**src/rtl/pll_div_pkg.sv**
```systemverilog
// constants and carrier types for the main pll divider block
// assumes one 25 mhz system clock and an active-low async reset
package pll_div_pkg;

  // serial frame layout, first bit shifted in is bit 0
  localparam int unsigned FRAME_BITS  = 24;
  localparam int unsigned COUNT_W     = 5;
  localparam int unsigned DIVISOR_LSB = 0;
  localparam int unsigned DIVISOR_W   = 16;
  localparam int unsigned SEL_BIT     = 16;
  localparam int unsigned MODE_BIT    = 17;
  localparam int unsigned DIRECT_W    = 12;

  // frame length as a counter value
  localparam logic [COUNT_W-1:0] FRAME_COUNT = 5'h18;

  // reset values of the settings
  localparam logic [DIVISOR_W-1:0] DIVISOR_RST = 16'h0110;
  localparam logic                 SEL_RST     = 1'h0;
  localparam logic                 MODE_RST    = 1'h0;

  // documented divisor limits, not used by any check
  localparam logic [DIVISOR_W-1:0] SWALLOW_MIN = 16'h0110;
  localparam logic [DIRECT_W-1:0]  DIRECT_MIN  = 12'h005;

  // serial link sequencer, gray along idle-shift-close
  typedef enum logic [1:0] {
    LINK_IDLE  = 2'h0,
    LINK_SHIFT = 2'h1,
    LINK_CLOSE = 2'h3
  } link_state_type;

  // the five pins that need synchronising
  typedef struct packed {
    logic ce;
    logic cl;
    logic di;
    logic fm;
    logic am;
  } pin_type;

  // divider settings taken from a complete frame
  typedef struct packed {
    logic                 mode;
    logic                 sel;
    logic [DIVISOR_W-1:0] divisor;
  } settings_type;

  // whole state of the top module
  typedef struct packed {
    pin_type               meta;
    pin_type               sync;
    pin_type               prev;
    link_state_type        link;
    logic [FRAME_BITS-1:0] shift;
    logic [COUNT_W-1:0]    count;
    settings_type          settings;
    logic [DIVISOR_W+1:0]  readback;
    logic                  presc;
    logic                  do_oe_b;
    logic                  divided;
  } state_type;

endpackage : pll_div_pkg

```
**src/rtl/rate_divider.sv**
```systemverilog
// programmable event counter: one pulse every divisor_in events
// assumes event_in is a one-cycle pulse on the system clock
`timescale 1ns/1ps
`default_nettype none
module rate_divider #(
  parameter int unsigned WIDTH = 16
) (
  // clock and reset
  input  wire logic             sys_clk_in,
  input  wire logic             rst_b_in,
  // events and setting
  input  wire logic             event_in,
  input  wire logic [WIDTH-1:0] divisor_in,
  // divided output
  output logic                  pulse_out
);

  // counter state kept as one struct
  typedef struct packed {
    logic [WIDTH-1:0] count;
    logic             pulse;
  } div_state_type;

  div_state_type st;       // registered state
  div_state_type next_st;  // next state

  // count events; wrap at divisor minus one so the ratio is exact
  always_comb begin
    next_st       = st;
    next_st.pulse = 1'b0;
    if (event_in) begin
      // >= also recovers quickly when the divisor shrinks mid-count
      if (st.count >= divisor_in - WIDTH'(1)) begin
        next_st.count = '0;
        next_st.pulse = 1'b1;
      end else begin
        next_st.count = st.count + WIDTH'(1);
      end
    end
  end

  // state register
  always_ff @(posedge sys_clk_in or negedge rst_b_in) begin
    if (!rst_b_in) begin
      st <= '0;
    end else begin
      st <= next_st;
    end
  end

  assign pulse_out = st.pulse;

endmodule : rate_divider
`default_nettype wire

```
**src/rtl/pll_programmable_divider.sv**
```systemverilog
// main pll input selection, prescaler and programmable dividers,
// with the three-wire serial link that loads the settings
// assumes all pins are asynchronous to sys_clk_in and slower than it
//
// Behaviour
// - select bit 1 routes fm input
// - fm input halved before swallow counter
// - fm divisor 272..65535, total ratio doubled
// - select bit 0 routes am input
// - am swallow mode: direct, 272..65535
// - am direct mode: 12-bit divider, 5..4095
// - serial link active only while enable high
// - shift clock times serial in and out
`timescale 1ns/1ps
`default_nettype none
module pll_programmable_divider
  import pll_div_pkg::*;
(
  // clock and reset
  input  wire logic sys_clk_in,
  input  wire logic rst_b_in,
  // serial link from the host
  input  wire logic chip_enable_in,
  input  wire logic serial_shift_clock_in,
  input  wire logic serial_data_in_in,
  // open-drain serial data back to the host
  output logic      serial_data_out_out,
  output logic      serial_data_out_oe_b_out,
  // local oscillator inputs
  input  wire logic fm_local_osc_input_in,
  input  wire logic am_local_osc_input_in,
  // divided signal and current settings
  output logic      divided_pulse_out,
  output logic      osc_input_select_out,
  output logic      am_divider_mode_out
);

  state_type st;       // registered state
  state_type next_st;  // next state

  // edges seen on the synchronised pins
  logic ce_rise;       // enable went high
  logic ce_fall;       // enable went low
  logic cl_rise;       // shift clock rising edge
  logic cl_fall;       // shift clock falling edge
  logic fm_rise;       // fm oscillator edge
  logic am_rise;       // am oscillator edge

  // events into the two counters
  logic swallow_event; // input to the 16-bit swallow counter
  logic direct_event;  // input to the 12-bit direct divider
  logic swallow_pulse; // swallow counter terminal count
  logic direct_pulse;  // direct divider terminal count
  logic use_swallow;   // swallow path is the active one

  // edge detectors compare the second sync stage with the edge stage after it
  assign ce_rise = st.sync.ce & ~st.prev.ce;
  assign ce_fall = ~st.sync.ce & st.prev.ce;
  assign cl_rise = st.sync.cl & ~st.prev.cl;
  assign cl_fall = ~st.sync.cl & st.prev.cl;
  assign fm_rise = st.sync.fm & ~st.prev.fm;
  assign am_rise = st.sync.am & ~st.prev.am;

  // input routing; fm edges count only every second one
  always_comb begin
    swallow_event = 1'b0;
    direct_event  = 1'b0;
    if (st.settings.sel) begin
      swallow_event = fm_rise & st.presc;
    end else if (st.settings.mode) begin
      swallow_event = am_rise;
    end else begin
      direct_event  = am_rise;
    end
  end

  assign use_swallow = st.settings.sel | st.settings.mode;

  // swallow counter; the prescaler doubles the fm ratio
  rate_divider #(
    .WIDTH      (DIVISOR_W)
  ) u_swallow (
    .sys_clk_in (sys_clk_in),
    .rst_b_in   (rst_b_in),
    .event_in   (swallow_event),
    .divisor_in (st.settings.divisor),
    .pulse_out  (swallow_pulse)
  );

  // direct divider uses only the low twelve bits
  rate_divider #(
    .WIDTH      (DIRECT_W)
  ) u_direct (
    .sys_clk_in (sys_clk_in),
    .rst_b_in   (rst_b_in),
    .event_in   (direct_event),
    .divisor_in (st.settings.divisor[DIRECT_W-1:0]),
    .pulse_out  (direct_pulse)
  );

  // next state of everything
  always_comb begin
    next_st      = st;
    // two-flop synchronisers, then one stage for edges
    next_st.meta = '{ce: chip_enable_in, cl: serial_shift_clock_in,
                     di: serial_data_in_in, fm: fm_local_osc_input_in,
                     am: am_local_osc_input_in};
    next_st.sync = st.meta;
    next_st.prev = st.sync;

    // divide-by-two prescaler runs only while fm is routed
    if (st.settings.sel && fm_rise) begin
      next_st.presc = ~st.presc;
    end

    // pick the output of whichever counter is routed
    next_st.divided = use_swallow ? swallow_pulse : direct_pulse;

    // serial link sequencer
    case (st.link)
      LINK_IDLE: begin
        next_st.do_oe_b = 1'b1;
        if (ce_rise) begin
          next_st.link     = LINK_SHIFT;
          next_st.count    = '0;
          next_st.readback = {st.settings.mode, st.settings.sel,
                              st.settings.divisor};
        end
      end
      LINK_SHIFT: begin
        if (ce_fall) begin
          next_st.link    = LINK_CLOSE;
          next_st.do_oe_b = 1'b1;
        end else begin
          // data taken on the rising shift clock edge
          if (cl_rise) begin
            next_st.shift = {st.sync.di, st.shift[FRAME_BITS-1:1]};
            if (st.count != FRAME_COUNT) begin
              next_st.count = st.count + COUNT_W'(1);
            end
          end
          // read-back bit changes on the falling edge; low pulls
          if (cl_fall) begin
            next_st.do_oe_b  = st.readback[0];
            next_st.readback = {1'b1, st.readback[DIVISOR_W+1:1]};
          end
        end
      end
      LINK_CLOSE: begin
        // short frames are dropped; long frames apply their last 24 bits
        if (st.count == FRAME_COUNT) begin
          next_st.settings.divisor =
            st.shift[DIVISOR_LSB +: DIVISOR_W];
          next_st.settings.sel  = st.shift[SEL_BIT];
          next_st.settings.mode = st.shift[MODE_BIT];
          next_st.presc         = 1'b0;
        end
        next_st.link = LINK_IDLE;
      end
      default: begin
        next_st.link = LINK_IDLE;
      end
    endcase
  end

  // state register
  always_ff @(posedge sys_clk_in or negedge rst_b_in) begin
    if (!rst_b_in) begin
      st                  <= '0;
      st.link             <= LINK_IDLE;
      st.settings.divisor <= DIVISOR_RST;
      st.settings.sel     <= SEL_RST;
      st.settings.mode    <= MODE_RST;
      st.do_oe_b          <= 1'b1;
    end else begin
      st <= next_st;
    end
  end

  // outputs from flip-flops, except serial data out which is tied low
  assign serial_data_out_out      = 1'b0;
  assign serial_data_out_oe_b_out = st.do_oe_b;
  assign divided_pulse_out        = st.divided;
  assign osc_input_select_out     = st.settings.sel;
  assign am_divider_mode_out      = st.settings.mode;

  // checks

  property p_fm_route;
    @(posedge sys_clk_in) disable iff (!rst_b_in)
      st.settings.sel && fm_rise && st.presc |-> swallow_event;
  endproperty
  a_fm_route: assert property (p_fm_route)
    else $error("fm edge not routed while fm selected");

  property p_prescale;
    @(posedge sys_clk_in) disable iff (!rst_b_in)
      st.settings.sel && swallow_event |=> !st.presc;
  endproperty
  a_prescale: assert property (p_prescale)
    else $error("fm edge counted without halving");

  property p_fm_half;
    @(posedge sys_clk_in) disable iff (!rst_b_in)
      st.settings.sel && fm_rise && !st.presc |-> !swallow_event;
  endproperty
  a_fm_half: assert property (p_fm_half)
    else $error("fm ratio not doubled");

  property p_am_route;
    @(posedge sys_clk_in) disable iff (!rst_b_in)
      !st.settings.sel && !am_rise |-> !swallow_event && !direct_event;
  endproperty
  a_am_route: assert property (p_am_route)
    else $error("fm edge leaked while am selected");

  property p_am_swallow;
    @(posedge sys_clk_in) disable iff (!rst_b_in)
      !st.settings.sel && st.settings.mode && am_rise
        |-> swallow_event && !direct_event;
  endproperty
  a_am_swallow: assert property (p_am_swallow)
    else $error("am swallow path misrouted");

  property p_am_direct;
    @(posedge sys_clk_in) disable iff (!rst_b_in)
      !st.settings.sel && !st.settings.mode && am_rise
        |-> direct_event && !swallow_event;
  endproperty
  a_am_direct: assert property (p_am_direct)
    else $error("am direct path misrouted");

  property p_ce_gate;
    @(posedge sys_clk_in) disable iff (!rst_b_in)
      !st.sync.ce && !st.prev.ce |=> $stable(st.shift) && st.do_oe_b;
  endproperty
  a_ce_gate: assert property (p_ce_gate)
    else $error("serial activity with enable low");

  property p_shift_in;
    @(posedge sys_clk_in) disable iff (!rst_b_in)
      st.link == LINK_SHIFT && !ce_fall && cl_rise
        |=> st.shift[FRAME_BITS-1] == $past(st.sync.di);
  endproperty
  a_shift_in: assert property (p_shift_in)
    else $error("data bit not taken on shift clock edge");

endmodule : pll_programmable_divider
`default_nettype wire

```
**config.mk**
```make
export PLATFORM = sky130hd
export DESIGN_NAME = pll_programmable_divider
export DESIGN_NICKNAME = d
export VERILOG_FILES = /design/src/rtl/pll_div_pkg.sv /design/src/rtl/rate_divider.sv /design/src/rtl/pll_programmable_divider.sv
export SDC_FILE = /design/constraint.sdc
export NUM_CORES = 1
export LEC_CHECK = 0
export BUFFER_PORTS_ARGS = -buffer_cell sky130_fd_sc_hd__buf_4
export CAP_MARGIN = 10
export CORE_ASPECT_RATIO = 0.5
export CORE_UTILIZATION = 40
export DETAILED_ROUTE_END_ITERATION = 10
export SETUP_SLACK_MARGIN = 0.1
export SLEW_MARGIN = 20
export SYNTH_ARGS = -nofsm -noshare
export SYNTH_HDL_FRONTEND = slang
export SYNTH_SLANG_ARGS = --single-unit
```
**constraint.sdc**
```tcl
create_clock -name sys_clk_in -period 3.2 [get_ports sys_clk_in]
set_input_delay 0.48 -clock sys_clk_in [delete_from_list [all_inputs] [get_ports sys_clk_in]]
set_output_delay 0.48 -clock sys_clk_in [all_outputs]
set_load 0.02 [all_outputs]
```
Yosys cells after proc, flatten, opt, wreduce, memory -nomap -nowiden

Index checks and enable logic that the tools add are counted.

Add/subtract/negate cells: 5
Multipliers: 0
Div/mod/pow operators: 0
$lt $le $gt $ge: 2
Eq/ne operators: 11
Shift-type cells: 0
Muxes and demuxes: 29
Bitwise operators: 16
Reduce and logical (&&, ||, !) cells: 9

Operators by type and width:

| cell                    | count |
|---|---|
| $mux W18                | 3 |
| $pmux W18 S2            | 1 |
| $mux W5                 | 4 |
| $add A16 B1 Y16 const B | 1 |
| $ge A16 B16 Y1          | 1 |
| $mux W16                | 1 |
| $sub A16 B1 Y16 const B | 1 |
| $mux W1                 | 14 |
| $add A12 B1 Y12 const B | 1 |
| $ge A12 B12 Y1          | 1 |
| $mux W12                | 1 |
| $ne A2 B2 Y1 const B    | 6 |
| $sub A12 B1 Y12 const B | 1 |
| $pmux W5 S2             | 1 |
| $not A1 Y1              | 8 |
| $and A1 B1 Y1           | 7 |
| $reduce_and A2 Y1       | 3 |
| $add A5 B1 Y5 const B   | 1 |
| $eq A5 B5 Y1 const B    | 1 |
| $ne A5 B5 Y1 const B    | 1 |
| $reduce_and A5 Y1       | 1 |
| $mux W2                 | 2 |
| $pmux W2 S2             | 1 |
| $reduce_and A4 Y1       | 1 |
| 9 further kinds         | 9 |

Register bits after elaboration: 114
Latch bits: 0
Bits in writable memories: 0
ROM bits: 0
Input bits: 7
Output and inout port bits: 5
Word-level logic and storage cells: 100
Memories kept: 0

Logic depth before layout (Yosys ltp)

Depth after elaboration: 6
Mapped depth: 13
Depth with buffers taken out: 13

Modules after synthesis

A second synthesis with hierarchy kept.

Cells, all modules: 534
Area, all modules: 5901.9 um2

By module, submodules not included:

| module                   | instances | cells each | area an instance (um2) | seq. area each (um2) |
|---|---|---|---|---|
| pll_programmable_divider | 1         | 262        | 3462.1                 | 2105.8 |
| rate_divider (u_swallow) | 1         | 157        | 1402.6                 | 425.4 |
| rate_divider (u_direct)  | 1         | 115        | 1037.2                 | 325.3 |

Worst setup path after synthesis

Ideal clock, no wire load.

Path kind: register -> register
Start: reg st[24] in the netlist's numbering
End: reg u_swallow.st[10] in the netlist's numbering
Setup time: 0.144 ns
Arrival time: 2.789 ns
Required time: 3.056 ns
Path slack: 0.268 ns
Stages on the path, launching flop included: 13
Buffers on the path: 2
Clock period less this slack: 2.932 ns
Path through: dfrtp_1 -> buf_6 -> or4_4 -> nor3_1 -> nand2_1 -> xor2_1 -> ha_1 -> nand4_1 -> nor4bb_1 -> nand4_1 -> o211ai_2 -> buf_6 -> a21oi_2

Longest elaborated chain between the ends: 3

Ends and longest elaborated chain:

| item                     | line                            | RTL |
|---|---|---|
| start: declaration       | pll_programmable_divider.sv:38  | `state_type st;` |
| start signal: assignment | pll_programmable_divider.sv:176 | `st <= next_st;` |
| $sub A16 B1 Y16          | rate_divider.sv:33              | `if (st.count >= divisor_in - WIDTH'(1)) begin` |
| $ge A16 B16 Y1           | rate_divider.sv:33              |  |
| $mux W16                 | rate_divider.sv:33              |  |
| end signal: assignment   | rate_divider.sv:47              | `st <= next_st;` |
| end: declaration         | rate_divider.sv:24              | `div_state_type st;` |

No other way between the ends.
A chain may end at the register's enable or synchronous reset.

Worst setup path in the final report

Start: reg st[26] in the netlist's numbering
End: reg u_swallow.st[14] in the netlist's numbering

The elaborated chain is that of the path after synthesis.

==> flow_summary.ini <==
[run_status]
status = finished clean

[critical_path]
cp_max_fo = 8
worst_ep_required_time_ps = 3490
end_kind = flip-flop
start_kind = flip-flop
crit_type = reg -> reg
crit_arrival_ps = 3270

[clock_network]
cts_made_buffers = 17
cts_tree = yes
path_clk_slew_ps = 60
cts_hold_buf = 0
clockRootBuffer = clkbuf_16
htree_levels = 4
cts_buffer_depth = 2
insertion_delay_ps = 410
cts_sinks = 114

[yosys]
synth.top_cell.area_share_pct = 47.70
yosysMostFrequentCell = dfrtp_1
synthArstFlopShare_pct = 100.0
ys_types = 59
synth_fp_nets = 564
syn_area_um2 = 5823
synth_seq_cells = 114
yosysWarningCount = 0
synth-edff-count = 0
yosys.area.top_type = dfrtp_1
syn_inst = 528
seq_area_frac_synth_pct = 49.05
synth_flop_cell = dfrtp_1
synthTopCellsByCount = 111 x dfrtp_1, 60 x nand2_1, 40 x mux2_2
synth_area_leaders = dfrtp_1 48%, mux2_2 7.7%, ha_1 6.2%
synth_area_per_cell_um2 = 11.03

[timing]
tightest_slew_ps = 737.0
hold_ws_ps = 136.8
fin_setup_tns_ps = 0
clock.fmax_mhz = 335.3
drv_slew = 0
finalHoldViolations = 0
rsz0062_at_grt = true
clock_skew_ps = 9.100
fin_crit_ps = 2982
finalWorstSetupSlack_ps = 217.9
slew_headroom_pct = 50.87
final.period_utilization_pct = 93.19
setup_violations = 0

[layout]
area_growth_pct = 20.82
fill_cells = 1226
fin_nets = 599
antenna_cells = 0
seq_area_um2 = 2858
finalInstanceArea_um2 = 7036
drive_above_1_share_pct = 27.43
multi_input_area_um2 = 2922

[place]
pre_cts_slack_ps = 28.37
placed_cell_area_um2 = 6187
hpwl_mm = 7.818
port_buffers = 10
globalplace.congestion = 0.7881

[global_routing]
overflow = 0
grt_max_degree = 59
track_usage_pct = 16.87
grt_pass1_vias = 3933
antenna_found_initial = 0
grt_pass1_wl_mm = 19.92

[power]
ir_worst_vdd_mv = 0.3002
switchingPower_w = 0.001172
p_per_area_nw_per_um2 = 592.7
sw_frac_of_total_pct = 28.10
pwr-share-clk_pct = 45.9
internal_power_w = 0.002998
leakage_nw = 3.289
power_frac_comb_pct = 13.7
p_seq_share_pct = 40.3
power_w = 0.004170

[floorplan]
rows = 30
die_h_um = 87.32
die-area_um2 = 15070
ios = 12
core-area_um2 = 13890
dieWidth_um = 172.6
start_util_pct = 41.93

[detailed_routing]
routed_wl_mm = 11.86
routedWlPerCell_um = 15.44
drt_iter0_drc = 310
ant_nets = 0
dr_wl_met3_um = 432
met1_length_mm = 5.932
vias_per_cell = 5.271
top_layer = met4
drc = 0
wl_met2_mm = 5.342
vias = 4048
drt_pass1_iterations = 4

[min_path]
min_path_type = in -> async

[job]
maxCapViolCount = 0
layout by cell type, fill, tap and decap left out, drive strengths merged, types with 2 or more instances in the layout:
cell type	count
a211oi	2
a21o	5
a21oi	27
a22o	3
a41o	2
and2	3
and3	6
and4b	2
buf	37
bufinv	2
clkbuf	19
clkinv	6
dfrtp	111
dfstp	3
ha	29
inv	22
mux2	40
mux2i	13
nand2	60
nand2b	6
nand3	16
nand3b	2
nand4	8
nor2	24
nor2b	3
nor3	9
nor3b	2
nor4	7
o211ai	4
o21a	3
o21ai	35
o311ai	11
o31ai	6
or4	2
xnor2	18
xnor3	2
xor2	10
cells by family after synthesis:
group / after synthesis / share of synthesized area [%]
XOR/XNOR: 30 / 4.985
flip-flops: 114 / 49.05
multiplexers: 53 / 9.970
adder cells (fa/ha/maj): 29 / 6.231
AND/OR/NAND/NOR: 156 / 13.32
buffers and inverters: 39 / 2.987
other: 1 / 0.06440
AO/OA/AOI/OAI: 106 / 13.39
timing repair:
action	in CTS	in global routing
cloned	0	2
endpoints found under the setup margin	7	27
gates resized for setup	4	22
setup buffers	0	9
pin swaps	1	21
critical path, cell delays in order, from the launching register on:
cell and delay (ps):
dfrtp_1 400, or4_4 590, nor3_4 160, buf_6 140
nand2_4 40, xor2_2 150, ha_1 300, nand4_1 110
nor4bb_1 300, nand4_1 200, o211ai_4 180, clkbuf_16 230
a21oi_2 50
registers in the layout (all words and copies together) (netlist names):
| name | flops |
|---|---|
| st | 70 |
| divided_pulse_out | 1 |
| u_swallow.st | 16 |
| serial_data_out_oe_b_out | 1 |
| u_direct.st | 12 |
| next_st | 10 |
| osc_input_select_out | 1 |
| u_swallow.pulse_out | 1 |
| u_direct.pulse_out | 1 |
| am_divider_mode_out | 1 |
final timing paths:
check	cells past startpoint	startpoint	slack, ps	endpoint
worst min register to register	0	next_st[77]	350	next_st[72]
max in group asynchronous	2	rst_b_in	2240	st[25]
worst max-delay path	12	st[26]	220	u_swallow.st[14]
min in group sys_clk_in	1	serial_data_in_in	170	next_st[77]
worst max register to register	12	st[26]	220	u_swallow.st[14]
worst min-delay path	1	rst_b_in	140	u_swallow.st[13]
cell type report:
class | instances | share of cell area [%]
clock buffer | 17 | 6.047
clock inverter | 15 | 2.472
inverter | 16 | 0.8536
multi-input combinational | 375 | 41.53
sequential | 114 | 40.62
tap | 192 | 3.415
timing repair buffer | 39 | 5.068
per-stage QoR:
step	std cells	util [%]
CTS	757	48.96
floorplan	528	-
detailed placement	725	44.55
global placement	725	44.55
finish	768	50.66
global route	768	50.66
layer usage:
layer	up-vias	global-route usage, %
li1	1969	-
met1	2012	22.68
met2	52	26.06
met3	15	4.538
met4	0	6.656
met5	-	0
power groups by stage:
| stage | clock [W] | sequential [W] | combinational (W) |
|---|---|---|---|
| 2_1_floorplan | 0 | 0.00168 | 0.000402 |
| 3_3_place_gp | 0 | 0.00170 | 0.000516 |
| 3_5_place_dp | 0 | 0.00171 | 0.000526 |
| 4_1_cts | 0.00195 | 0.00168 | 0.000530 |
| 5_1_grt | 0.00203 | 0.00170 | 0.000650 |
| 6_report | 0.00192 | 0.00168 | 0.000573 |
(Power assumes the default switching activity.)
